==> src/design/tpc_cfg.svh <==
`ifndef TPC_CFG_SVH
`define TPC_CFG_SVH
// timing figures as printed, converted to 40 MHz cycles
`define TPC_CLK_MHZ 40
`define TPC_DIR_SETUP_NS 500
`define TPC_DIR_SETUP_CYC ((`TPC_DIR_SETUP_NS * `TPC_CLK_MHZ + 999) / 1000)
`define TPC_CMD_HOLD_NS 2000
`define TPC_CMD_HOLD_CYC ((`TPC_CMD_HOLD_NS * `TPC_CLK_MHZ + 999) / 1000)
`define TPC_READY_DROP_NS 1000
`define TPC_READY_DROP_CYC ((`TPC_READY_DROP_NS * `TPC_CLK_MHZ) / 1000)
`define TPC_ROW_CPS 120
`define TPC_ROW_CYC ((`TPC_CLK_MHZ * 1000000 + `TPC_ROW_CPS - 1) / `TPC_ROW_CPS)
`define TPC_FEED_CPS 170
`define TPC_FEED_CYC ((`TPC_CLK_MHZ * 1000000) / `TPC_FEED_CPS)
`define TPC_MAX_REVERSE 10
`define TPC_DELETE_ROW 8'hFF
`endif

==> src/design/tpc_pkg.sv <==
package tpc_pkg;
  typedef enum logic [1:0] {
    TPC_IDLE = 2'b00,
    TPC_MOVE = 2'b01,
    TPC_FEED = 2'b11
  } tpc_state_t;
  typedef enum logic [2:0] {
    TPC_H_IDLE = 3'b000,
    TPC_H_SETUP = 3'b001,
    TPC_H_PULSE = 3'b011,
    TPC_H_WAIT = 3'b010,
    TPC_H_POP = 3'b110
  } tpc_host_state_t;
endpackage

==> src/design/tpc_link_if.sv <==
`timescale 1ns/1ps
interface tpc_link_if;
  logic [7:0] track;
  logic punch_cmd;
  logic forward;
  logic data_pol;
  logic out_pol;
  logic punch_ready;
  logic punch_system_ok_n;
  logic tape_error;
  logic low_supply;
  modport dev (input track, punch_cmd, forward, data_pol, out_pol,
    output punch_ready, punch_system_ok_n, tape_error, low_supply);
  modport host (output track, punch_cmd, forward, data_pol, out_pol,
    input punch_ready, punch_system_ok_n, tape_error, low_supply);
endinterface

==> src/design/tpc_fifo.sv <==
`timescale 1ns/1ps
module tpc_fifo import tpc_pkg::*; #(
  parameter int WIDTH = 9,
  parameter int DEPTH = 32
) (
  input wire logic clock,
  input wire logic rst,
  input wire logic ce,
  input wire logic [WIDTH-1:0] in_data,
  input wire logic in_valid,
  output logic in_ready,
  output logic [WIDTH-1:0] out_data,
  output logic out_valid,
  input wire logic out_ready
);
  localparam int AW = $clog2(DEPTH);
  logic [WIDTH-1:0] mem [DEPTH];
  logic [AW-1:0] wr_ptr;
  logic [AW-1:0] rd_ptr;
  logic [AW:0] count;
  logic push;
  logic pop;
  assign in_ready = count != (AW+1)'(DEPTH);
  assign out_valid = count != '0;
  assign out_data = mem[rd_ptr];
  assign push = ce && in_valid && in_ready;
  assign pop = ce && out_valid && out_ready;
  always_ff @(posedge clock) begin
    if (push) begin
      mem[wr_ptr] <= in_data;
    end
  end
  always_ff @(posedge clock) begin
    if (rst) begin
      wr_ptr <= '0;
      rd_ptr <= '0;
      count <= '0;
    end else begin
      if (push) begin
        wr_ptr <= (wr_ptr == AW'(DEPTH - 1)) ? '0 : wr_ptr + 1'b1;
      end
      if (pop) begin
        rd_ptr <= (rd_ptr == AW'(DEPTH - 1)) ? '0 : rd_ptr + 1'b1;
      end
      if (push && !pop) begin
        count <= count + 1'b1;
      end else if (pop && !push) begin
        count <= count - 1'b1;
      end
    end
  end
endmodule // tpc_fifo

==> src/design/tpc_host.sv <==
`timescale 1ns/1ps
`include "tpc_cfg.svh"
// host end: queues rows (9 bits: dir + tracks) and paces them onto the port
module tpc_host import tpc_pkg::*; #(
  parameter int DEPTH = 32,
  parameter int SETUP_CYC = `TPC_DIR_SETUP_CYC,
  parameter int HOLD_CYC = `TPC_CMD_HOLD_CYC
) (
  input wire logic clock,
  input wire logic rst,
  input wire logic ce,
  tpc_link_if.host link,
  input wire logic [7:0] row_data,
  input wire logic row_forward,
  input wire logic row_valid,
  output logic row_ready,
  input wire logic data_high,
  input wire logic out_high,
  output logic busy,
  output logic fault,
  output logic reverse_refused
);
  logic [8:0] q_data;
  logic q_valid;
  logic q_pop;
  logic [1:0] st_s1, st_s2;
  logic st_ok;
  tpc_host_state_t hstate;
  logic [15:0] cnt;
  logic [3:0] rev_count;
  logic out_true_ready, out_true_err;
  tpc_fifo #(.WIDTH(9), .DEPTH(DEPTH)) u_fifo (
    .clock(clock),
    .rst(rst),
    .ce(ce),
    .in_data({row_forward, row_data}),
    .in_valid(row_valid),
    .in_ready(row_ready),
    .out_data(q_data),
    .out_valid(q_valid),
    .out_ready(q_pop)
  );
  ////////////////////////////////////////////////////////////////
  always_ff @(posedge clock) begin
    if (rst) begin
      st_s1 <= 2'h0;
      st_s2 <= 2'h0;
    end else if (ce) begin
      st_s1 <= {link.tape_error, link.punch_ready};
      st_s2 <= st_s1;
    end
  end
  assign out_true_ready = st_s2[0] ~^ link.out_pol;
  assign out_true_err = st_s2[1] ~^ link.out_pol;
  // ok line read directly as level; it only gates issue, never counted
  assign st_ok = out_true_ready && !out_true_err && !link.punch_system_ok_n;
  assign q_pop = (hstate == TPC_H_POP);
  ////////////////////////////////////////////////////////////////
  always_ff @(posedge clock) begin
    if (rst) begin
      hstate <= TPC_H_IDLE;
      cnt <= 16'h0;
      rev_count <= 4'h0;
      link.track <= 8'h00;
      link.punch_cmd <= 1'b0;
      link.forward <= 1'b1;
      link.data_pol <= 1'b1;
      link.out_pol <= 1'b1;
      busy <= 1'b0;
      fault <= 1'b0;
      reverse_refused <= 1'b0;
    end else if (ce) begin
      link.data_pol <= data_high;
      link.out_pol <= out_high;
      fault <= out_true_err;
      reverse_refused <= 1'b0;
      case (hstate)
        TPC_H_IDLE: begin
          busy <= 1'b0;
          // follow the new select, so a polarity change while idle never looks like a command
          link.punch_cmd <= ~data_high;
          if (q_valid && st_ok) begin
            if (!q_data[8] && rev_count == 4'(`TPC_MAX_REVERSE)) begin
              reverse_refused <= 1'b1;
              hstate <= TPC_H_POP;
            end else begin
              busy <= 1'b1;
              link.forward <= q_data[8];
              link.track <= link.data_pol ? q_data[7:0] : ~q_data[7:0];
              cnt <= 16'(SETUP_CYC);
              hstate <= TPC_H_SETUP;
            end
          end
        end
        TPC_H_SETUP: begin
          if (cnt == 16'h0) begin
            link.punch_cmd <= link.data_pol;
            cnt <= 16'(HOLD_CYC + 4);
            hstate <= TPC_H_PULSE;
            rev_count <= q_data[8] ? 4'h0 : rev_count + 1'b1;
          end else begin
            cnt <= cnt - 1'b1;
          end
        end
        TPC_H_PULSE: begin
          if (cnt == 16'h0) begin
            link.punch_cmd <= ~link.data_pol;
            hstate <= TPC_H_WAIT;
          end else begin
            cnt <= cnt - 1'b1;
          end
        end
        TPC_H_WAIT: begin
          hstate <= TPC_H_POP;
        end
        TPC_H_POP: begin
          hstate <= TPC_H_IDLE;
        end
        default: hstate <= TPC_H_IDLE;
      endcase
    end
  end
endmodule // tpc_host

==> src/flat_wrapper.sv <==
// flat-port wrapper written by rule: the top's interface ports become plain ports
module tpc_host_flat import tpc_pkg::*;
#(
  parameter int DEPTH = 32,
  parameter int SETUP_CYC = `TPC_DIR_SETUP_CYC,
  parameter int HOLD_CYC = `TPC_CMD_HOLD_CYC
)
  (clock, rst, ce, row_data, row_forward, row_valid, row_ready, data_high, out_high, busy, fault, reverse_refused, link_track, link_punch_cmd, link_forward, link_data_pol, link_out_pol, link_punch_ready, link_punch_system_ok_n, link_tape_error, link_low_supply);
  tpc_link_if link_i ();
  input wire logic clock;
  input wire logic rst;
  input wire logic ce;
  input wire logic [7:0] row_data;
  input wire logic row_forward;
  input wire logic row_valid;
  output logic row_ready;
  input wire logic data_high;
  input wire logic out_high;
  output logic busy;
  output logic fault;
  output logic reverse_refused;
  output wire logic [$bits(link_i.track)-1:0] link_track;
  output wire logic [$bits(link_i.punch_cmd)-1:0] link_punch_cmd;
  output wire logic [$bits(link_i.forward)-1:0] link_forward;
  output wire logic [$bits(link_i.data_pol)-1:0] link_data_pol;
  output wire logic [$bits(link_i.out_pol)-1:0] link_out_pol;
  input wire logic [$bits(link_i.punch_ready)-1:0] link_punch_ready;
  input wire logic [$bits(link_i.punch_system_ok_n)-1:0] link_punch_system_ok_n;
  input wire logic [$bits(link_i.tape_error)-1:0] link_tape_error;
  input wire logic [$bits(link_i.low_supply)-1:0] link_low_supply;
  assign link_track = link_i.track;
  assign link_punch_cmd = link_i.punch_cmd;
  assign link_forward = link_i.forward;
  assign link_data_pol = link_i.data_pol;
  assign link_out_pol = link_i.out_pol;
  assign link_i.punch_ready = link_punch_ready;
  assign link_i.punch_system_ok_n = link_punch_system_ok_n;
  assign link_i.tape_error = link_tape_error;
  assign link_i.low_supply = link_low_supply;
  tpc_host #(.DEPTH(DEPTH), .SETUP_CYC(SETUP_CYC), .HOLD_CYC(HOLD_CYC)) u_core (.clock(clock), .rst(rst), .ce(ce), .link(link_i), .row_data(row_data), .row_forward(row_forward), .row_valid(row_valid), .row_ready(row_ready), .data_high(data_high), .out_high(out_high), .busy(busy), .fault(fault), .reverse_refused(reverse_refused));
endmodule
==> config.mk <==
export PLATFORM = sky130hd
export DESIGN_NAME = tpc_host_flat
export DESIGN_NICKNAME = d
export VERILOG_FILES = /design/src/design/tpc_pkg.sv /design/src/design/tpc_link_if.sv /design/src/design/tpc_fifo.sv /design/src/design/tpc_host.sv /design/src/flat_wrapper.sv
export VERILOG_INCLUDE_DIRS = /design/src /design/src/design
export SDC_FILE = /design/constraint.sdc
export NUM_CORES = 1
export LEC_CHECK = 0
export ABC_AREA = 0
export BUFFER_PORTS_ARGS = -buffer_cell sky130_fd_sc_hd__buf_2
export CAP_MARGIN = 15
export CORE_ASPECT_RATIO = 1.5
export CORE_MARGIN = 2
export CORE_UTILIZATION = 40
export CTS_CLUSTER_DIAMETER = 30
export DETAILED_ROUTE_END_ITERATION = 10
export MAX_ROUTING_LAYER = met4
export PLACE_DENSITY = 0.67
export SLEW_MARGIN = 20
export SYNTH_ARGS = -nofsm -noshare
export SYNTH_HDL_FRONTEND = slang
export SYNTH_HIERARCHICAL = 1
export SYNTH_SLANG_ARGS = --single-unit
==> constraint.sdc <==
create_clock -name clock -period 5.2 [get_ports clock]
set_clock_uncertainty 0.05 [all_clocks]
set_input_delay 0.26 -clock clock [delete_from_list [all_inputs] [get_ports clock]]
set_output_delay 0.26 -clock clock [all_outputs]
set_load 0.02 [all_outputs]
==> impl_metrics.prom, run 1 <==
# TYPE chip_impl_metric gauge
chip_impl_info{name="run_status",value="finished clean"} 1
chip_impl_metric{name="post_drt_via_cell_ratio",unit=""} 5.492
chip_impl_metric{name="worst_ep_arrival_time",unit="ns"} 4.61
chip_impl_metric{name="drc_errors",unit=""} 0
chip_impl_metric{name="syn-mean-instance-area",unit="µm²"} 15.50
chip_impl_info{name="rr_endpoint",value="u_core/cnt[13]$_SDFFE_PP0P_"} 1
chip_impl_metric{name="clockPowerShare",unit=""} 0.497
chip_impl_metric{name="final.min_clock_period",unit="ns"} 4.213
chip_impl_metric{name="final.period_utilization",unit=""} 0.8102
chip_impl_metric{name="die-area",unit="µm²"} 37890
chip_impl_info{name="hp-start",value="row_valid"} 1
chip_impl_metric{name="hold_violations",unit=""} 0
chip_impl_metric{name="ios",unit=""} 35
chip_impl_metric{name="hpwlAfterDp",unit="µm"} 18890
chip_impl_info{name="setup.worst_path.end_class",value="register"} 1
chip_impl_info{name="cts_tree",value="built"} 1
chip_impl_metric{name="clkSlewWorstSetupHoldPaths",unit="ns"} 0.05
chip_impl_metric{name="antennaDiodeCount",unit=""} 0
chip_impl_info{name="cp_slowest_cell",value="sky130_fd_sc_hd__dfxtp_2"} 1
chip_impl_metric{name="numPortBuffers",unit=""} 33
chip_impl_metric{name="ys_types",unit=""} 73
chip_impl_info{name="netlist.top_cell.by_area",value="sky130_fd_sc_hd__edfxtp_1"} 1
chip_impl_metric{name="final-setup-viol-count",unit=""} 0
chip_impl_metric{name="timing.hold.worst_path_depth",unit=""} 4
chip_impl_metric{name="floorplan.rows",unit=""} 85
chip_impl_metric{name="sequential_fraction_of_the_synthesis_area",unit=""} 0.6821
chip_impl_metric{name="netlist.area_leader.share",unit=""} 0.5953
chip_impl_metric{name="path_max_fanout",unit=""} 21
chip_impl_metric{name="total_net_switching_power",unit="mW"} 1.448
chip_impl_info{name="synth.top_cells.by_area",value="sky130_fd_sc_hd__edfxtp_1 60%, sky130_fd_sc_hd__dfxtp_1 8.7%, sky130_fd_sc_hd__mux2i_1 6.1%, sky130_fd_sc_hd__mux4_2 5.6%, sky130_fd_sc_hd__nor2_1 2.0%"} 1
chip_impl_info{name="grt_setup_unrepaired",value="false"} 1
chip_impl_metric{name="numCtsBuffers",unit=""} 47
chip_impl_metric{name="clock_insertion_delay_worst_skew",unit="ns"} 0.55
chip_impl_metric{name="final_max_slew_viol_count",unit=""} 0
chip_impl_metric{name="fin_nets",unit=""} 1021
chip_impl_metric{name="starting_drt_drc_count",unit=""} 588
chip_impl_metric{name="power.density_cell_area",unit="nW/µm²"} 392.5
chip_impl_metric{name="clock_tree.buffer_depth",unit=""} 3
chip_impl_metric{name="route.vias.total",unit=""} 8244
chip_impl_info{name="hp-class",value="input pin to register"} 1
chip_impl_metric{name="routed_wire_length_per_instance",unit="µm"} 20.35
chip_impl_metric{name="fmax",unit="MHz"} 237.4
chip_impl_metric{name="grt_first_pass_wirelength",unit="µm"} 46730
chip_impl_info{name="path_class",value="register to register"} 1
chip_impl_metric{name="first_global_vias",unit=""} 8216
chip_impl_metric{name="synthesis.area",unit="µm²"} 14530
chip_impl_metric{name="relSlewSlack",unit=""} 0.2296
chip_impl_metric{name="initial_core_util",unit=""} 0.4053
chip_impl_metric{name="design_power_total",unit="mW"} 6.602
chip_impl_metric{name="worst_pin_slew",unit="ns"} 1.151
chip_impl_metric{name="reg2reg_setup_slack",unit="ns"} 0.99
chip_impl_metric{name="design.core.area",unit="µm²"} 35840
chip_impl_metric{name="ys.warnings.count",unit=""} 6
chip_impl_metric{name="largest_net_degree_at_the_start_of_global_routing",unit=""} 63
chip_impl_metric{name="power.share.combinational",unit=""} 0.036
chip_impl_metric{name="layout-area-overhead-vs-synth",unit="%"} 15.78
chip_impl_metric{name="finalNonFillerCells",unit=""} 1501
chip_impl_metric{name="asyncSetResetFlopFracSynth",unit=""} 0
chip_impl_metric{name="clock_sinks",unit=""} 351
chip_impl_metric{name="antenna_violations_before_repair",unit=""} 0
chip_impl_metric{name="synth-edff-count",unit=""} 288
chip_impl_metric{name="ys_seq_elements",unit=""} 351
chip_impl_metric{name="cpPeakStageDelay",unit="ns"} 0.76
chip_impl_metric{name="worst-endpoint-required",unit="ns"} 5.60
chip_impl_metric{name="synthCells",unit=""} 937
chip_impl_metric{name="cts.htree.levels",unit=""} 2
chip_impl_info{name="clock-root-buffer",value="sky130_fd_sc_hd__clkbuf_16"} 1
chip_impl_metric{name="firstDrtPassIters",unit=""} 5
chip_impl_metric{name="chipWidth",unit="µm"} 159.6
chip_impl_metric{name="globalRouteTotalUtil",unit=""} 0.1660
chip_impl_metric{name="reg2reg_depth",unit=""} 9
chip_impl_metric{name="wirelength",unit="µm"} 30550
chip_impl_metric{name="final_instance_area",unit="µm²"} 16820
chip_impl_metric{name="max_cap_violations",unit=""} 0
chip_impl_info{name="synth-main-ff-cell",value="sky130_fd_sc_hd__edfxtp_1"} 1
chip_impl_metric{name="final_antenna_net_count",unit=""} 0
chip_impl_metric{name="power.share.sequential",unit=""} 0.467
chip_impl_info{name="ys_top_cells_by_count",value="288 x sky130_fd_sc_hd__edfxtp_1, 89 x sky130_fd_sc_hd__mux2i_1, 77 x sky130_fd_sc_hd__nor2_1"} 1
chip_impl_metric{name="place_congestion",unit=""} 0.8356
chip_impl_metric{name="synthesis.nets",unit=""} 973
chip_impl_metric{name="leakage",unit="nW"} 5.440
chip_impl_metric{name="final.hold.worst_slack",unit="ns"} 0.1764
chip_impl_metric{name="die_y_extent",unit="µm"} 237.4
chip_impl_metric{name="drive_gt1_frac",unit=""} 0.1818
chip_impl_metric{name="placed_cells_incl_taps",unit=""} 1410
chip_impl_metric{name="grt_remaining_overflow",unit=""} 0
chip_impl_info{name="path_cells",value="mux4_2, a22o_1, a221oi_1, nand3_1, nor4bb_1, a2111oi_2, o21ai_2, nor2_2, a311oi_1"} 1
chip_impl_metric{name="switching_share",unit=""} 0.2194
chip_impl_metric{name="detailed_place.area",unit="µm²"} 15130
chip_impl_info{name="worst_hold_path.endpoint",value="u_core/u_fifo/wr_ptr[1]$_SDFFE_PP0P_"} 1
chip_impl_metric{name="peakVddDrop",unit="mV"} 0.2554
chip_impl_info{name="synth.most_common_cell",value="sky130_fd_sc_hd__edfxtp_1"} 1
chip_impl_metric{name="cts_setup_buffers",unit=""} 0
chip_impl_metric{name="setup_total_neg_slack",unit="ns"} 0
chip_impl_info{name="worstSetupStartpointType",value="register"} 1
chip_impl_metric{name="p_int",unit="mW"} 5.154
[placed cells by master, fill, tap and decap left out, types with 6 or more instances in the layout]
master,n
sky130_fd_sc_hd__nor4_1,6
sky130_fd_sc_hd__edfxtp_1,288
sky130_fd_sc_hd__nand3b_1,6
sky130_fd_sc_hd__nor2b_1,10
sky130_fd_sc_hd__nor2_1,77
sky130_fd_sc_hd__inv_8,9
sky130_fd_sc_hd__a22o_1,9
sky130_fd_sc_hd__ha_1,16
sky130_fd_sc_hd__and3_1,6
sky130_fd_sc_hd__nand2_1,28
sky130_fd_sc_hd__inv_6,7
sky130_fd_sc_hd__nand3_1,34
sky130_fd_sc_hd__dfxtp_1,61
sky130_fd_sc_hd__inv_1,10
sky130_fd_sc_hd__a22oi_1,36
sky130_fd_sc_hd__clkbuf_16,50
sky130_fd_sc_hd__mux2i_1,89
sky130_fd_sc_hd__a21oi_1,29
sky130_fd_sc_hd__mux4_2,36
sky130_fd_sc_hd__buf_4,12
sky130_fd_sc_hd__o21ai_0,8
sky130_fd_sc_hd__or3_1,13
sky130_fd_sc_hd__xnor2_1,9
sky130_fd_sc_hd__buf_2,33
sky130_fd_sc_hd__o31ai_1,7
sky130_fd_sc_hd__a221oi_1,10
sky130_fd_sc_hd__or4_1,7
sky130_fd_sc_hd__nor3_1,9
[state kept, by name (all words and copies together), names as in the netlist, 3 cells and up, named ones only]
| register | count |
|---|---|
| u_core/u_fifo/wr_ptr | 5 |
| u_core/u_fifo/rd_ptr | 5 |
| u_core/link.track | 8 |
| u_core/cnt | 16 |
| u_core/u_fifo/mem | 288 |
| u_core/rev_count | 4 |
| u_core/hstate | 3 |
| u_core/u_fifo/count | 6 |
[power groups by stage]
| stage | Combinational, mW | Sequential (mW) | Clock (mW) |
|---|---|---|---|
| 2_1_floorplan | 0.159 | 3.14 | 0 |
| 3_3_place_gp | 0.233 | 3.14 | 0 |
| 3_5_place_dp | 0.238 | 3.14 | 0 |
| 4_1_cts | 0.243 | 3.08 | 3.33 |
| 5_1_grt | 0.266 | 3.09 | 3.44 |
| 6_report | 0.240 | 3.08 | 3.28 |
[logic make-up (layout without fill, tap and decap cells)]
family          after synthesis  in the layout  share of synthesized area
fa+ha+maj                    17             17                    0.01516
flops                       351            351                     0.6821
buf+inv                      62            148                    0.02058
compound gates              144            144                    0.07415
simple gates                226            226                    0.08363
xor+xnor                     12             12                   0.007235
mux                         125            125                     0.1171
[timing repair]
action | 4_1_cts | 5_1_grt
resized for setup | 0 | 0
hold buffers | 4 | 0
endpoints found under the hold margin | 4 | 0
[critical path: cells and delay by family, from the launching register on]
| kind | cells | cell delay [ns] |
|---|---|---|
| AO/OA/AOI/OAI | 5 | 1.48 |
| AND/OR/NAND/NOR | 3 | 1.21 |
| flip-flops | 1 | 0.76 |
| multiplexers | 1 | 0.61 |
[stage by stage]
stage	utilization	setup WS (ns)
3_3_place_gp	0.4223	0.9719
6_report	0.4693	0.9871
3_5_place_dp	0.4223	0.8822
2_1_floorplan	-	1.872
4_1_cts	0.4693	0.9234
5_1_grt	0.4693	0.5826
[metal layers]
metal	up-vias	global-route usage	routed length (µm)
li1	3800	-	-
met1	4137	0.1836	11650
met2	238	0.2961	16320
met3	69	0.02338	1388
met4	0	0.07603	1185
met5	-	-	0
[worst max-delay path by stage]
stage | depth (start not counted) | start | to
floorplan | 11 | register | u_core/cnt[4]$_SDFFE_PP0P_
global placement | 9 | register | u_core/cnt[8]$_SDFFE_PP0P_
detailed placement | 9 | register | u_core/cnt[13]$_SDFFE_PP0P_
CTS | 9 | register | u_core/cnt[13]$_SDFFE_PP0P_
global route | 9 | register | u_core/cnt[8]$_SDFFE_PP0P_
finish | 9 | register | u_core/cnt[13]$_SDFFE_PP0P_
[cell type report]
class	count	area, µm²
multi-input cells	524	4319
clock buffers	55	1270
flip-flops and latches	351	9915
repair buffers	49	295.3
fillers	3070	19020
clock inverters	32	375.4
inverters	12	47.55
well taps	478	598.1
(Power assumes the default switching activity.)
==> inputs of run 2 (changes only) <==
--- a/config.mk
+++ b/config.mk
@@ -15,7 +15,7 @@
 export CTS_CLUSTER_DIAMETER = 30
 export DETAILED_ROUTE_END_ITERATION = 10
 export MAX_ROUTING_LAYER = met4
-export PLACE_DENSITY = 0.67
+export PLACE_DENSITY = 0.69
 export SLEW_MARGIN = 20
 export SYNTH_ARGS = -nofsm -noshare
 export SYNTH_HDL_FRONTEND = slang
==> constraint.sdc (replaced) <==
create_clock -name clock -period 3.85 [get_ports clock]
set_clock_uncertainty 0.05 [all_clocks]
set_input_delay 0.1925 -clock clock [delete_from_list [all_inputs] [get_ports clock]]
set_output_delay 0.1925 -clock clock [all_outputs]
set_load 0.02 [all_outputs]
==> run 2 against run 1 <==
Against the previous run: wire length is 2.4% higher; core utilization fell by 0.37 points; sequential share of layout area increased by 0.47 points; hold slack got worse by 0.073 ns; clock power up 23%; count of clock-buffer cells in the layout fell by 12; cell count down 0.13%; first-iteration DRC count up 6.0%; via count rose by 0.46%; worst setup slack lost 0.63 ns; critical path depth increased by 2; highest routed layer unchanged.
==> impl_metrics.prom, run 2 (same netlist as run 1, synthesis figures left out) <==
# TYPE chip_impl_metric gauge
chip_impl_metric{name="fmax",unit="MHz"} 286.1
chip_impl_metric{name="final_instance_area",unit="µm²"} 16690
chip_impl_info{name="run_status",value="finished clean"} 1
chip_impl_info{name="hp-class",value="input pin to register"} 1
chip_impl_info{name="cts_tree",value="built"} 1
chip_impl_info{name="grt_setup_unrepaired",value="false"} 1
chip_impl_metric{name="clkSlewWorstSetupHoldPaths",unit="ns"} 0.06
chip_impl_metric{name="largest_net_degree_at_the_start_of_global_routing",unit=""} 38
chip_impl_metric{name="hold_violations",unit=""} 0
chip_impl_metric{name="timing.hold.worst_path_depth",unit=""} 4
chip_impl_metric{name="cts_setup_buffers",unit=""} 0
chip_impl_metric{name="final_max_slew_viol_count",unit=""} 0
chip_impl_metric{name="clock_insertion_delay_worst_skew",unit="ns"} 0.55
chip_impl_metric{name="post_drt_via_cell_ratio",unit=""} 5.525
chip_impl_info{name="most-common-layout-cells",value="288 x sky130_fd_sc_hd__edfxtp_1, 89 x sky130_fd_sc_hd__mux2i_1, 77 x sky130_fd_sc_hd__nor2_1"} 1
chip_impl_metric{name="hpwlAfterDp",unit="µm"} 20140
chip_impl_metric{name="fin_nets",unit=""} 1024
chip_impl_metric{name="antenna_violations_before_repair",unit=""} 0
chip_impl_metric{name="peakVddDrop",unit="mV"} 0.2971
chip_impl_metric{name="clock_tree.buffer_depth",unit=""} 3
chip_impl_metric{name="numPortBuffers",unit=""} 33
chip_impl_metric{name="floorplan.rows",unit=""} 85
chip_impl_metric{name="switching_share",unit=""} 0.2190
chip_impl_metric{name="ios",unit=""} 35
chip_impl_metric{name="clockPowerShare",unit=""} 0.473
chip_impl_metric{name="grt_remaining_overflow",unit=""} 0
chip_impl_metric{name="worst-endpoint-required",unit="ns"} 4.24
chip_impl_metric{name="final-setup-viol-count",unit=""} 0
chip_impl_metric{name="relSlewSlack",unit=""} 0.2930
chip_impl_metric{name="final.min_clock_period",unit="ns"} 3.495
chip_impl_metric{name="cts.htree.levels",unit=""} 2
chip_impl_info{name="worstSetupStartpointType",value="register"} 1
chip_impl_metric{name="clock_sinks",unit=""} 351
chip_impl_metric{name="reg2reg_depth",unit=""} 11
chip_impl_metric{name="place_congestion",unit=""} 0.8926
chip_impl_metric{name="worst_slack",unit="ns"} 0.3547
chip_impl_metric{name="drive_gt1_frac",unit=""} 0.1841
chip_impl_metric{name="antennaDiodeCount",unit=""} 0
chip_impl_metric{name="detailed_place.area",unit="µm²"} 15190
chip_impl_metric{name="p_int",unit="mW"} 6.670
chip_impl_metric{name="power.density_cell_area",unit="nW/µm²"} 511.9
chip_impl_info{name="biggestRegsByFlops",value="u_core/u_fifo/mem x288, u_core/cnt x16, u_core/link.track x8"} 1
chip_impl_metric{name="leakage",unit="nW"} 5.388
chip_impl_metric{name="globalRouteTotalUtil",unit=""} 0.1690
chip_impl_metric{name="wirelength",unit="µm"} 31290
chip_impl_metric{name="power.share.combinational",unit=""} 0.039
chip_impl_info{name="max_flop_register",value="u_core/u_fifo/mem"} 1
chip_impl_metric{name="worst_pin_slew",unit="ns"} 1.057
chip_impl_metric{name="final.period_utilization",unit=""} 0.9079
chip_impl_info{name="clock-root-buffer",value="sky130_fd_sc_hd__clkbuf_16"} 1
chip_impl_metric{name="layout-area-overhead-vs-synth",unit="%"} 14.86
chip_impl_info{name="layout_commonest_cell",value="sky130_fd_sc_hd__edfxtp_1"} 1
chip_impl_metric{name="setup_total_neg_slack",unit="ns"} 0
chip_impl_metric{name="final_antenna_net_count",unit=""} 0
chip_impl_metric{name="place_worst_setup_slack",unit="ns"} 0.4097
chip_impl_metric{name="initial_core_util",unit=""} 0.4053
chip_impl_metric{name="first_global_vias",unit=""} 8330
chip_impl_metric{name="fillCellCount",unit=""} 3052
chip_impl_metric{name="max_cap_violations",unit=""} 0
chip_impl_info{name="path_class",value="register to register"} 1
chip_impl_metric{name="design.core.area",unit="µm²"} 35840
chip_impl_metric{name="firstDrtPassIters",unit=""} 5
chip_impl_metric{name="numCtsBuffers",unit=""} 42
chip_impl_metric{name="die_y_extent",unit="µm"} 237.4
chip_impl_metric{name="worst_ep_arrival_time",unit="ns"} 3.88
chip_impl_metric{name="path_max_fanout",unit=""} 16
chip_impl_metric{name="reg2reg_setup_slack",unit="ns"} 0.35
chip_impl_metric{name="largest_register_ffs",unit=""} 288
chip_impl_metric{name="starting_drt_drc_count",unit=""} 623
chip_impl_metric{name="total_net_switching_power",unit="mW"} 1.871
chip_impl_info{name="setup.worst_path.end_class",value="register"} 1
chip_impl_metric{name="die-area",unit="µm²"} 37890
chip_impl_metric{name="drc_errors",unit=""} 0
chip_impl_metric{name="routed_wire_length_per_instance",unit="µm"} 20.88
chip_impl_metric{name="chipWidth",unit="µm"} 159.6
chip_impl_metric{name="power.share.sequential",unit=""} 0.488
chip_impl_metric{name="grt_first_pass_wirelength",unit="µm"} 47780
chip_impl_metric{name="route.vias.total",unit=""} 8282
## run 2: cell count changes in the layout (fill, tap and decap cells not counted), moves of 3 or more
| cell | change |
|---|---|
| sky130_fd_sc_hd__buf_4 | +8 |
| sky130_fd_sc_hd__clkbuf_1 | -5 |
| sky130_fd_sc_hd__clkbuf_16 | -7 |
| sky130_fd_sc_hd__clkinv_2 | +5 |
| sky130_fd_sc_hd__clkinv_4 | +3 |
| sky130_fd_sc_hd__inv_6 | -3 |
| sky130_fd_sc_hd__inv_8 | -5 |
## run 2: through the flow
stage	instances	hold WS [ns]	total power, mW	utilization
after detailed placement	1418	0.3593	4.577	0.4239
final	1499	0.1033	8.541	0.4656
after floorplan	937	0.2414	4.455	-
after global placement	1418	0.3512	4.565	0.4239
after CTS	1499	0.08682	8.605	0.4656
after global routing	1499	0.1240	8.800	0.4656
## run 2: power groups by stage
stage               registers, mW  logic (mW)  clock network [mW]
finish                       4.16       0.333                4.04
global route                 4.17       0.367                4.27
CTS                          4.16       0.336                4.10
detailed placement           4.25       0.331                   0
global placement             4.24       0.322                   0
floorplan                    4.24       0.214                   0
## run 2: final cells by class
cell class | count | area (µm²) | area share
Clock buffer | 43 | 1076 | 0.06449
Clock inverter | 34 | 375.4 | 0.02250
Inverter | 12 | 47.55 | 0.002849
Multi-Input combinational cell | 524 | 4319 | 0.2588
Sequential cell | 351 | 9915 | 0.5942
Tap cell | 478 | 598.1 | 0.03584
Timing Repair Buffer | 57 | 355.3 | 0.02130
## run 2: worst max-delay path, cell delays in order (launching register included)
cell,delay [ns]
sky130_fd_sc_hd__dfxtp_2,0.68
sky130_fd_sc_hd__mux4_2,0.59
sky130_fd_sc_hd__a22o_1,0.29
sky130_fd_sc_hd__a221oi_1,0.29
sky130_fd_sc_hd__nand3_1,0.20
sky130_fd_sc_hd__nor4bb_1,0.30
sky130_fd_sc_hd__buf_4,0.18
sky130_fd_sc_hd__a2111oi_2,0.05
sky130_fd_sc_hd__o21ai_2,0.12
sky130_fd_sc_hd__buf_4,0.21
sky130_fd_sc_hd__nor2_2,0.11
sky130_fd_sc_hd__a311oi_1,0.30
## run 2: path summary, 6_finish.rpt
kind,startpoint,endpoint
min,row_valid,u_core/u_fifo/wr_ptr[0]$_SDFFE_PP0P_
max reg2reg,register,u_core/cnt[8]$_SDFFE_PP0P_
min reg2reg,u_core/busy$_SDFFE_PP0P_,u_core/busy$_SDFFE_PP0P_
max,register,u_core/cnt[8]$_SDFFE_PP0P_
## run 2: per-layer routing
layer	track usage	vias up	wire, µm
li1	-	3800	-
met1	0.1766	4182	11640
met2	0.3176	228	17220
met3	0.02373	72	1278
met4	0.06860	0	1158
met5	-	-	0
## run 2: what timing repair did
action,CTS,global route
hold buffers,4,0
hold endpoints to repair,4,0
resized for setup,0,0
